$ cat config.mk
export PLATFORM = sky130hd
export DESIGN_NAME = rx_timing_select_loss_monitor
export DESIGN_NICKNAME = d
export VERILOG_FILES = /design/src/core/rx_timing_pkg.sv /design/src/core/rx_timing_select_loss_monitor.sv
export SDC_FILE = /design/constraint.sdc
export NUM_CORES = 1
export LEC_CHECK = 0
export BUFFER_PORTS_ARGS = -buffer_cell sky130_fd_sc_hd__buf_2
export CORE_MARGIN = 4
export CORE_UTILIZATION = 57
export CTS_CLUSTER_DIAMETER = 30
export DETAILED_ROUTE_END_ITERATION = 16
export HOLD_SLACK_MARGIN = 0.02
export PLACE_DENSITY = 0.89
export SYNTH_ARGS = -nofsm -noshare
export SYNTH_HDL_FRONTEND = slang
export SYNTH_SLANG_ARGS = --single-unit
$ cat constraint.sdc
create_clock -name mclk -period 6.15 [get_ports mclk]
set_input_delay 0.615 -clock mclk [delete_from_list [all_inputs] [get_ports mclk]]
set_output_delay 0.615 -clock mclk [all_outputs]
set_load 0.1 [all_outputs]
$ cat src/core/rx_timing_pkg.sv
// timing modes, clock sources, report kinds and timing constants for the loss monitor
package rx_timing_pkg;

    // ------------------------------------------------------------
    // enumerations
    // ------------------------------------------------------------
    typedef enum logic [1:0] {
        sync_timing,
        async_timing,
        derived_timing,
        pseudoternary_timing
    } tmode_e;

    typedef enum logic [1:0] {
        frequency_synthesizer_source,
        interface_module_source,
        external_connector_source
    } tx_src_e;

    typedef enum logic [1:0] {
        rpt_data_loss,
        rpt_clock_loss,
        rpt_sync_loss
    } rpt_kind_e;

    // ------------------------------------------------------------
    // timing
    // ------------------------------------------------------------
    localparam int MCLK_PERIOD_NS = 4;
    localparam int CLK_LOSS_TIME_MS = 50;
    localparam int CLK_LOSS_CYCLES = CLK_LOSS_TIME_MS * 1000000 / MCLK_PERIOD_NS;

    // ------------------------------------------------------------
    // rates and character framing
    // ------------------------------------------------------------
    localparam logic [31:0] ASYNC_MIN_BPS = 32'h0000_0032;
    localparam logic [31:0] ASYNC_MAX_BPS = 32'h0000_4E20;
    localparam logic [31:0] DERIVED_MAX_BPS = 32'h0007_EF40;
    localparam int EXT_CLK_MULT = 16;
    localparam logic [3:0] CHAR_BITS_MIN = 4'h5;
    localparam logic [3:0] CHAR_BITS_MAX = 4'h8;

    // ------------------------------------------------------------
    // synchronised pin indices
    // ------------------------------------------------------------
    localparam int PIN_RT = 0;
    localparam int PIN_TT = 1;
    localparam int PIN_ST = 2;
    localparam int PIN_INTERFACE_MODULE_SOURCE = 3;
    localparam int PIN_EXT = 4;
    localparam int PIN_FREQUENCY_SYNTHESIZER_SOURCE = 5;
    localparam int PIN_RECOV = 6;
    localparam int NUM_PINS = 7;

endpackage

$ cat src/core/rx_timing_select_loss_monitor.sv
// timing-mode selection, clock source selection and receive loss monitoring
`timescale 1ns/1ps

module rx_timing_select_loss_monitor
    import rx_timing_pkg::*;
#(
    parameter int LOSS_CYCLES = CLK_LOSS_CYCLES,
    parameter int CNT_W = 16
) (
    // clock and reset
    input wire logic mclk,
    input wire logic rst,
    // clock pins from the link and the clock sources
    input wire logic rcv_timing_pin,
    input wire logic tt_pin,
    input wire logic st_pin,
    input wire logic interface_module_source_clk_pin,
    input wire logic external_transmit_clock_input,
    input wire logic frequency_synthesizer_source_clk_pin,
    input wire logic recovered_clk_pin,
    // configuration
    input wire logic dce_mode,
    input wire logic pseudoternary_interface_module_source,
    input wire logic interface_module_source_sync_ok,
    input wire logic interface_module_source_async_ok,
    input wire logic interface_module_source_derived_ok,
    input wire logic recovery_installed,
    input wire logic mode_step,
    input wire tx_src_e transmit_clock_source_select,
    input wire logic rcv_clk_force_en,
    input wire logic rcv_clk_force_tt,
    input wire logic [31:0] frequency_synthesizer_source_rate_bps,
    input wire logic [3:0] char_bits,
    // loss events from the analysers, test restart and manual clear
    input wire logic data_loss_evt,
    input wire logic error_loss_evt,
    input wire logic test_restart,
    input wire logic manual_clear,
    // report enables
    input wire logic printer_on,
    input wire logic msg_en_data,
    input wire logic msg_en_clock,
    input wire logic msg_en_sync,
    // report stream
    output logic rpt_valid,
    input wire logic rpt_ready,
    output rpt_kind_e rpt_kind,
    output logic [CNT_W-1:0] rpt_count,
    // status
    output tmode_e timing_mode,
    output logic rx_clk_out,
    output logic tx_clk_out,
    output logic gen_bit_tick,
    output logic clock_lost,
    output logic sync_lost,
    output logic [CNT_W-1:0] data_loss_count,
    output logic [CNT_W-1:0] clock_loss_count,
    output logic [CNT_W-1:0] sync_loss_count,
    output logic rate_ok,
    output logic src_ok,
    output logic frame_ok,
    output logic split_rate_ok
);

    // ------------------------------------------------------------
    // state
    // ------------------------------------------------------------
    localparam int TW = $clog2(LOSS_CYCLES + 2);
    localparam logic [TW-1:0] LIM = TW'(LOSS_CYCLES);
    localparam logic [TW-1:0] LIM1 = TW'(LOSS_CYCLES + 1);
    localparam logic [CNT_W-1:0] CMAX = '1;
    localparam logic [3:0] DIV_LAST = 4'(EXT_CLK_MULT - 1);

    typedef struct packed {
        logic [NUM_PINS-1:0] sy1;
        logic [NUM_PINS-1:0] sy2;
        logic [NUM_PINS-1:0] sy3;
        logic [TW-1:0] loss_cnt;
        logic [TW-1:0] tt_cnt;
        logic [3:0] ext_div;
        tmode_e mode;
        logic rx_clk;
        logic tx_clk;
        logic bit_tick;
        logic clk_lost;
        logic [CNT_W-1:0] data_cnt;
        logic [CNT_W-1:0] clk_cnt;
        logic [CNT_W-1:0] sync_cnt;
        logic lock_dropped;
        logic pend_data;
        logic pend_clk;
        logic pend_sync;
        logic rvalid;
        rpt_kind_e rkind;
        logic [CNT_W-1:0] rcount;
        logic rate_good;
        logic src_good;
        logic frame_good;
        logic split_good;
    } state_s;

    state_s s_q;
    state_s s_d;

    logic [NUM_PINS-1:0] fall;
    logic [NUM_PINS-1:0] rise;
    logic [3:0] mode_ok;
    logic tt_active;
    logic use_tt;
    int mon_pin;
    logic clk_loss_evt;
    logic sync_loss_evt;
    logic rx_clk_sel;
    tx_src_e eff_src;

    // ------------------------------------------------------------
    // helpers
    // ------------------------------------------------------------
    function automatic logic [CNT_W-1:0] sat_inc(logic [CNT_W-1:0] v);
        sat_inc = (v == CMAX) ? v : v + 1'h1;
    endfunction

    function automatic tmode_e step_mode(tmode_e cur, logic [3:0] ok);
        tmode_e m;
        tmode_e res;
        logic found;
        m = cur;
        res = cur;
        found = 1'h0;
        for (int i = 0; i < 3; i++) begin
            unique case (m)
                sync_timing: m = async_timing;
                async_timing: m = derived_timing;
                derived_timing: m = sync_timing;
                pseudoternary_timing: m = sync_timing;
            endcase
            if (!found && ok[m]) begin
                res = m;
                found = 1'h1;
            end
        end
        step_mode = res;
    endfunction

    // ------------------------------------------------------------
    // next state
    // ------------------------------------------------------------
    always_comb begin
        s_d = s_q;
        s_d.sy1 = {recovered_clk_pin, frequency_synthesizer_source_clk_pin, external_transmit_clock_input,
                   interface_module_source_clk_pin, st_pin, tt_pin, rcv_timing_pin};
        s_d.sy2 = s_q.sy1;
        s_d.sy3 = s_q.sy2;
        fall = s_q.sy3 & ~s_q.sy2;
        rise = ~s_q.sy3 & s_q.sy2;

        // timing selector
        mode_ok = {1'h0, interface_module_source_derived_ok & recovery_installed, interface_module_source_async_ok, interface_module_source_sync_ok};
        if (pseudoternary_interface_module_source) begin
            s_d.mode = pseudoternary_timing;
        end else if (!mode_ok[s_q.mode] || mode_step) begin
            s_d.mode = step_mode(s_q.mode, mode_ok);
        end

        // receive clock choice
        if (fall[PIN_TT]) begin
            s_d.tt_cnt = '0;
        end else if (s_q.tt_cnt != LIM1) begin
            s_d.tt_cnt = s_q.tt_cnt + 1'h1;
        end
        tt_active = (s_q.tt_cnt <= LIM);
        use_tt = rcv_clk_force_en ? rcv_clk_force_tt : tt_active;
        mon_pin = dce_mode ? (use_tt ? PIN_TT : PIN_ST) : PIN_RT;

        // clock absence timer
        clk_loss_evt = 1'h0;
        if (s_q.mode != sync_timing) begin
            s_d.loss_cnt = '0;
        end else if (fall[mon_pin]) begin
            s_d.loss_cnt = '0;
        end else if (s_q.loss_cnt != LIM1) begin
            s_d.loss_cnt = s_q.loss_cnt + 1'h1;
            clk_loss_evt = (s_q.loss_cnt == LIM);
        end
        s_d.clk_lost = (s_d.loss_cnt == LIM1);

        // receiver clock
        unique case (s_q.mode)
            sync_timing: rx_clk_sel = s_q.sy2[mon_pin];
            async_timing: rx_clk_sel = s_q.sy2[PIN_FREQUENCY_SYNTHESIZER_SOURCE];
            derived_timing: rx_clk_sel = s_q.sy2[PIN_RECOV];
            pseudoternary_timing: rx_clk_sel = s_q.sy2[PIN_RECOV];
        endcase
        s_d.rx_clk = rx_clk_sel;

        // transmit clock
        s_d.src_good = !(s_q.mode == async_timing &&
                         transmit_clock_source_select == interface_module_source);
        eff_src = s_d.src_good ? transmit_clock_source_select : frequency_synthesizer_source;
        unique case (eff_src)
            frequency_synthesizer_source: s_d.tx_clk = s_q.sy2[PIN_FREQUENCY_SYNTHESIZER_SOURCE];
            interface_module_source: s_d.tx_clk = dce_mode ? rx_clk_sel : s_q.sy2[PIN_INTERFACE_MODULE_SOURCE];
            external_connector_source: s_d.tx_clk = s_q.sy2[PIN_EXT];
            default: s_d.tx_clk = s_q.sy2[PIN_FREQUENCY_SYNTHESIZER_SOURCE];
        endcase

        // external 16x divider for asynchronous generation
        s_d.bit_tick = 1'h0;
        if (rise[PIN_EXT]) begin
            s_d.ext_div = s_q.ext_div + 1'h1;
            s_d.bit_tick = (s_q.ext_div == DIV_LAST) && (s_q.mode == async_timing) &&
                           (eff_src == external_connector_source);
        end

        // configuration checks
        unique case (s_q.mode)
            async_timing: s_d.rate_good = (frequency_synthesizer_source_rate_bps >= ASYNC_MIN_BPS) &&
                                          (frequency_synthesizer_source_rate_bps <= ASYNC_MAX_BPS);
            derived_timing: s_d.rate_good = (frequency_synthesizer_source_rate_bps < DERIVED_MAX_BPS);
            default: s_d.rate_good = 1'h1;
        endcase
        s_d.frame_good = (s_q.mode != async_timing) ||
                         (char_bits >= CHAR_BITS_MIN && char_bits <= CHAR_BITS_MAX);
        s_d.split_good = (s_q.mode == async_timing) &&
                         (eff_src == external_connector_source);

        // loss counters, restart first so that a same-cycle event still counts
        sync_loss_evt = data_loss_evt | clk_loss_evt | error_loss_evt;
        if (test_restart) begin
            s_d.data_cnt = '0;
            s_d.clk_cnt = '0;
            s_d.sync_cnt = '0;
        end
        if (data_loss_evt) begin
            s_d.data_cnt = sat_inc(s_d.data_cnt);
        end
        if (clk_loss_evt) begin
            s_d.clk_cnt = sat_inc(s_d.clk_cnt);
        end
        if (sync_loss_evt) begin
            s_d.sync_cnt = sat_inc(s_d.sync_cnt);
        end

        // sticky lock-dropped flag, set wins over clear
        if (test_restart || manual_clear) begin
            s_d.lock_dropped = 1'h0;
        end
        if (sync_loss_evt) begin
            s_d.lock_dropped = 1'h1;
        end

        // report stream: cause report ahead of its sync report
        if (rpt_ready || !s_q.rvalid) begin
            s_d.rvalid = 1'h0;
            if (s_q.pend_data) begin
                s_d.rvalid = 1'h1;
                s_d.rkind = rpt_data_loss;
                s_d.rcount = s_q.data_cnt;
                s_d.pend_data = 1'h0;
            end else if (s_q.pend_clk) begin
                s_d.rvalid = 1'h1;
                s_d.rkind = rpt_clock_loss;
                s_d.rcount = s_q.clk_cnt;
                s_d.pend_clk = 1'h0;
            end else if (s_q.pend_sync) begin
                s_d.rvalid = 1'h1;
                s_d.rkind = rpt_sync_loss;
                s_d.rcount = s_q.sync_cnt;
                s_d.pend_sync = 1'h0;
            end
        end
        if (data_loss_evt && printer_on && msg_en_data) begin
            s_d.pend_data = 1'h1;
        end
        if (clk_loss_evt && printer_on && msg_en_clock) begin
            s_d.pend_clk = 1'h1;
        end
        if (sync_loss_evt && printer_on && msg_en_sync) begin
            s_d.pend_sync = 1'h1;
        end
    end

    // ------------------------------------------------------------
    // registers
    // ------------------------------------------------------------
    always_ff @(posedge mclk or posedge rst) begin
        if (rst) begin
            s_q <= '0;
        end else begin
            s_q <= s_d;
        end
    end

    // ------------------------------------------------------------
    // outputs
    // ------------------------------------------------------------
    assign rpt_valid = s_q.rvalid;
    assign rpt_kind = s_q.rkind;
    assign rpt_count = s_q.rcount;
    assign timing_mode = s_q.mode;
    assign rx_clk_out = s_q.rx_clk;
    assign tx_clk_out = s_q.tx_clk;
    assign gen_bit_tick = s_q.bit_tick;
    assign clock_lost = s_q.clk_lost;
    assign sync_lost = s_q.lock_dropped;
    assign data_loss_count = s_q.data_cnt;
    assign clock_loss_count = s_q.clk_cnt;
    assign sync_loss_count = s_q.sync_cnt;
    assign rate_ok = s_q.rate_good;
    assign src_ok = s_q.src_good;
    assign frame_ok = s_q.frame_good;
    assign split_rate_ok = s_q.split_good;
endmodule

After elaboration in Yosys (flattened, before gate mapping) --
Index checks and enable logic that the tools add are counted.
Operators by class: add/sub/neg operators 6, $lt $le $gt $ge 11, equality and inequality tests 24, multiplexer cells 69, bitwise gates (word level) 7, reduce and logical (&&, ||, !) cells 42
Operator list (number):
- 24-bit 2-to-1 mux | 5
- 16-bit 2-to-1 mux | 6
- 19-bit 2-to-1 mux | 3
- 16-bit by 1-bit adder with 16-bit output (second input constant) | 3
- 24-bit by 1-bit adder with 24-bit output (second input constant) | 2
- 16-bit == test (second input constant) | 3
- 24-bit == test (second input constant) | 2
- 48-bit 2-to-1 mux | 1
- 24-bit inequality test (second input constant) | 2
- 32-bit by 6-bit greater-or-equal comparator with 1-bit output (second input constant) | 1
- 32-bit by 15-bit <= comparator with 1-bit output (second input constant) | 1
- 32-bit by 19-bit less-than comparator with 1-bit output (second input constant) | 1
- 2-bit 2-to-1 mux | 15
- 1-bit 2-to-1 mux | 26
- 24-bit <= comparator (second input constant) | 1
- 22-bit 2-to-1 mux | 1
- 2-bit one-hot mux with 3 select lines | 3
- 2-bit == test (second input constant) | 7
- 1-bit logical AND | 14
- 2-bit nonzero test | 7
- 2-bit by 3-bit less-than comparator with 1-bit output (second input constant) | 4
- 2-bit by 1-bit == test with 1-bit output (second input constant) | 5
- 1-bit binary-select mux with 2-bit select | 4
- 2-bit by 1-bit inequality test with 1-bit output (second input constant) | 4
- 22 further kinds | 38
Storage, ports and cells: register bits after elaboration 154, input bits 65, output and inout bits 78, logic and storage cells 184

Depth between registers and ports, before layout --
Gate-level depths: netlist of the first run.
word-level depth 23, mapped depth 13, depth with buffers taken out 10

Least setup slack after synthesis of the first run --
No wires, ideal clock.
path kind input to register, start input test_restart, end register s_q (netlist bit data_loss_count[9]), library setup time 0.132 ns, arrival time 2.899 ns, required time 6.018 ns, setup slack 3.119 ns, cell stages on the path 13, buffers on the path 3, cells stage by stage clkbuf_1 > buf_1 > clkbuf_1 > nor2b_1 > ha_1 > nand2_1 > or2_2 > o31a_1 > nand4_1 > nor2_1 > and4_1 > xnor2_1 > nor2_1
RTL lines:
- start: declaration | line rx_timing_select_loss_monitor.sv:37 | input wire logic test_restart,
- end signal: assignment | line rx_timing_select_loss_monitor.sv:288 | s_q <= '0;
- end signal: assignment | line rx_timing_select_loss_monitor.sv:290 | s_q <= s_d;
- end: declaration | line rx_timing_select_loss_monitor.sv:102 | state_s s_q;

==> results of run 1 <==
[per-stage QoR]
stage | power, mW | utilization
global route | 2.68 | 0.646
floorplan | 1.40 | -
detailed placement | 1.48 | 0.602
finish | 2.59 | 0.646
CTS | 2.61 | 0.646
global placement | 1.47 | 0.602
[worst max-delay path, stage by stage (launching register included)]
cell     delay, ps
dfrtp_1        430
or3_1          400
a41o_1         240
a221o_1        400
a31o_1         250
a41o_1         330
o21ai_2        590
nor3_1         120
mux2_2         290
[synthesized netlist by cell type, drive strengths merged (5+ instances only)]
cell,number
a21oi,54
and2,5
and3,23
and4,7
buf,74
clkbuf,33
dfrtp,151
ha,14
inv,22
mux2,17
nand2,76
nand2b,9
nand3,40
nand4,33
nor2,137
nor2b,35
nor3,16
nor4,10
o21ai,32
o31ai,5
or3,7
xnor2,31
xor2,41
[final cells by class]
cell class	instances	area [um2]	share of cell area
clock inverter	15	215	0.0229
inverter	22	87.6	0.00933
tap	184	230	0.0245
multi-input combinational	655	3910	0.417
sequential	151	3780	0.402
clock buffer	17	425	0.0453
timing repair buffer	146	741	0.0789
[metal layers]
layer	up-vias	routed length (um)	GRT usage
met2	312	9550	0.394
met1	3354	7920	0.313
met3	49	1640	0.0561
met5	-	8	0
li1	3267	-	-
met4	2	430	0.0807
[registers in the layout, indices dropped and copies added, names as in the netlist, 2 cells and up]
signal,flops
rpt_count,16
timing_mode,2
sync_loss_count,16
s_q,59
rpt_kind,2
clock_loss_count,16
data_loss_count,16
s_d,14
[kinds of logic after synthesis]
| family | share of synthesized area |
|---|---|
| AOI/OAI and AO/OA | 0.0930 |
| buffers and inverters | 0.0893 |
| xor gates and xnor gates | 0.0747 |
| muxes | 0.0274 |
| DFF | 0.447 |
| and+or+nand+nor | 0.247 |
| adders and majority gates | 0.0207 |
[power groups by stage]
stage | clock [mW] | sequential (mW) | combinational, mW
finish | 1.12 | 1.09 | 0.372
global route | 1.18 | 1.10 | 0.401
CTS | 1.14 | 1.09 | 0.375
detailed placement | 0 | 1.11 | 0.370
global placement | 0 | 1.11 | 0.360
floorplan | 0 | 1.14 | 0.261
[worst max path at each step]
stage	from	to	cells past startpoint
global route	s_q[90]	sync_loss_count[8]	8
finish	s_q[90]	sync_loss_count[8]	8
floorplan	rst	clock_loss_count[0]	1
global placement	test_restart	sync_loss_count[11]	11
CTS	s_q[90]	sync_loss_count[8]	8
detailed placement	test_restart	sync_loss_count[13]	11
==> out/results.txt, run 1 <==
Net Sw Power - 0.764 mW
Synthesized area - 8450 um2
Seq pwr share - 0.423
Reg2reg setup slack - 2980 ps
Commonest non-fill, non-tap cell in the layout - dfrtp_1
ANT cells - 0
Final slew viol count - 0
Crit. End Element - register
Net Sw Frac - 0.295
Core box area - 14500 um2
Max Cap Viol - 0
Worst-Skew Late Latency - 430 ps
DRC viols - 0
Bufs on Longest Clock Path - 2
Worst Path Arrival - 3480 ps
DRT iter0 DRCs - 714
Filler cells - 1139
Reg2Reg Depth - 8
Row count - 44
Remaining global-route overflow - 0
Ys Warns - 0
Ys flop type - dfrtp_1
Top cells by area, synth - dfrtp_1, buf_4, nor2_1
Final Hold Fails - 0
Synth Instances - 935
Maximum vdd drop - 238 uV
Post-Layout Cell Count - 1190
Avg Synthesized Cell Area - 9.03 um2
Initial antenna violation count - 1
LEAKAGE - 4.40 nW
Clock share of power - 0.434
# placed instances - 1158
WS Path Type - register to register
Syn_nets - 1014
Internal power - 1.82 mW
Via count - 6984
Port Buffers - 142
Antenna-violating nets left - 0
H-tree Lvls - 4
Fmax - 315 MHz
CP Max Fanout - 16
Fraction of layout cells with a size suffix above 1 - 0.198
Post-route cell area - 9390 um2
Post-synth top area cell - dfrtp_1
Die Y - 130 um
DRT Wirelength - 19500 um
CTS tree - done
Initial Util - 0.581
IO Count - 143
Cell area after placement - 8750 um2
Max_slew headroom - 0.316
WL/cell - 16.4 um
Setup bufs post-CTS - 0
RR Startpoint - s_q[90]
Setup TNS - 0 ps
GRT Overall Usage - 0.239
Post-DP HPWL - 13800 um
Routability congestion estimate - 0.887
Register area share after synthesis - 0.447
DIE AREA - 16800 um2
Async SR Flop Fraction - 1.00
Via density - 5.87
Final setup vio count - 0
Nets@finish - 1072
Worst EP required - 6460 ps
DRT Pass-1 Iters - 5
Sink Count - 151
RSZ-0062 raised after global routing - no
Yosys reg bits - 151
First-pass GRT wire length - 32000 um
Post-synth top area share - 0.447
Type of the tightest min-delay check - input pin to async pin
Comb pwr share - 0.144
Vias in the first global route - 6672
Largest net degree at the start of global routing - 81
Die Span X - 130 um
Final setup margin - 2980 ps
Reg-to-reg endpoint - sync_loss_count[8]
TritonCTS Buffers - 17
Dpl ws - 3010 ps
Clock slew at reported path FFs - 60 ps
CTS Hold Bufs - 0
Status - complete, no violations
Worst-Margin Slew - 1030 ps
Minimum clock period - 3170 ps
Crit path launch type - register
Clock Skew - 7.94 ps
Netlist cell types - 62
Synthesis-to-layout area growth - 11.2%
CTS resizes - 0
Final hold slack - 287 ps
Number of synthesized flops with an enable pin - 0
Pwr Density - 276 nW/um2
Commonest non-fill, non-tap cells in the layout - dfrtp_1, buf_2, nor2_1
Root buf cell - clkbuf_16
Part of the cycle the worst path needs - 0.515
No activity file was read; power rests on OpenSTA's default activity.
==> run 2, diff against run 1 <==
clock period = 3.3 ns   (was 6.15 ns; I/O delays follow)
==> out/results.txt, run 2 (same netlist as run 1, synthesis figures left out) <==
Status - complete, no violations
Max_slew headroom - 0.344
Commonest non-fill, non-tap cell in the layout - dfrtp_1
First-pass GRT wire length - 32500 um
Type of the tightest min-delay check - input pin to register
Largest net degree at the start of global routing - 63
Port Buffers - 142
Final setup margin - 305 ps
Fmax - 334 MHz
Routability congestion estimate - 0.918
Synthesis-to-layout area growth - 12.7%
Dpl ws - 347 ps
CTS tree - done
Seq pwr share - 0.436
Worst-Skew Late Latency - 430 ps
Bufs on Longest Clock Path - 2
Clock share of power - 0.413
WL/cell - 16.6 um
Setup TNS - 0 ps
LEAKAGE - 4.45 nW
Filler cells - 1126
Reg2Reg Depth - 9
Row count - 44
Die Span X - 130 um
Net Sw Power - 1.37 mW
Maximum vdd drop - 416 uV
Vias in the first global route - 6730
Core box area - 14500 um2
DRT Pass-1 Iters - 5
Most flop-heavy register - s_q
Met2 GRT Util - 0.398
ANT cells - 0
WS Path Type - register to register
Cell area after placement - 8860 um2
GR Layer Usage met3 - 0.0688
Final hold slack - 108 ps
Die Y - 130 um
GRT Overall Usage - 0.243
Setup bufs post-CTS - 0
Part of the cycle the worst path needs - 0.908
H-tree Lvls - 4
Antenna-violating nets left - 0
Crit. End Element - register
DRT Wirelength - 20000 um
Final Hold Fails - 0
Net Sw Frac - 0.294
CP Max Fanout - 16
Internal power - 3.30 mW
DIE AREA - 16800 um2
Max reg flops - 59
Crit path launch type - register
Post-DP HPWL - 14100 um
Post-route cell area - 9520 um2
Hold depth - 2
Clock slew at reported path FFs - 60 ps
Sequential Area - 3780 um2
Commonest non-fill, non-tap cells in the layout - dfrtp_1, buf_2, nor2_1
Post-Layout Cell Count - 1205
Met1 Use GR - 0.315
Root buf cell - clkbuf_16
Sink Count - 151
Worst-Margin Slew - 982 ps
DRT iter0 DRCs - 780
RSZ-0062 raised after global routing - no
Global route hottest layer - met2
Multi-input logic area - 3910 um2
Worst EP required - 3610 ps
Fraction of layout cells with a size suffix above 1 - 0.203
Clock Skew - 7.09 ps
Final slew viol count - 0
Initial antenna violation count - 0
Via count - 6919
TritonCTS Buffers - 17
Pwr Density - 490 nW/um2
Nets@finish - 1087
Final core utilization - 0.655
Total Power - 4.67 mW
Minimum clock period - 3000 ps
Remaining global-route overflow - 0
Initial Util - 0.581
Final setup vio count - 0
DRC viols - 0
Via density - 5.74
Max Cap Viol - 0
Worst Path Arrival - 3310 ps
# placed instances - 1166
IO Count - 143
Comb pwr share - 0.151
==> run 2: changes by cell type in the layout (fill, tap and decap cells not counted), sizes merged <==
cell,previous run,this run
clkinvlp,0,6
bufinv,4,2
inv,27,21
dlygate4sd3,0,7
clkbuf,17,20
clkinv,6,5
buf,146,154
==> run 2: layout make-up <==
| cell class | instances | area share |
|---|---|---|
| clock buffers | 20 | 0.0490 |
| clock inverters | 12 | 0.0133 |
| inverters | 22 | 0.00907 |
| multi-input cells | 655 | 0.411 |
| flip-flops and latches | 151 | 0.397 |
| well taps | 184 | 0.0242 |
| repair buffers | 161 | 0.0967 |
==> run 2: worst max-delay path: stages, from the launching register on <==
cell     delay, ps
dfrtp_1        430
or3_1          380
a41o_1         250
a221o_1        390
a21oi_2        150
a41o_1         340
o21ai_2         90
buf_4          190
nor4_1         270
mux2_2         390
==> run 2: repair_timing <==
| action | in CTS | in global routing |
|---|---|---|
| resized for setup | 0 | 0 |
| hold buffers | 7 | 0 |
| endpoints found under the hold margin | 7 | 0 |
| endpoints found under the setup margin | 0 | 0 |
==> run 2: worst paths after layout <==
kind | end | slack (ps) | start
max in group asynchronous | data_loss_count[5] | 2390 | rst
worst min-delay path | timing_mode[0] | 110 | pseudoternary_interface_module_source
worst max-delay path | sync_loss_count[13] | 300 | s_q[90]
min in group asynchronous | s_q[99] | 120 | rst
worst max register to register | sync_loss_count[13] | 300 | s_q[90]
worst min register to register | s_d[135] | 350 | s_d[142]
==> run 2: per-layer routing <==
layer,up-vias,wire length (um),part of all wire
met5,-,0,0
met4,0,406,0.020
met2,302,9660,0.48
li1,3289,-,-
met1,3290,8240,0.41
met3,38,1740,0.087
==> run 2: power by group through the flow <==
stage          logic [mW]  registers, mW  clock network [mW]
2_1_floorplan       0.487           2.13                   0
3_3_place_gp        0.686           2.06                   0
3_5_place_dp        0.701           2.07                   0
4_1_cts             0.709           2.04                1.95
5_1_grt             0.766           2.05                2.03
6_report            0.704           2.03                1.93
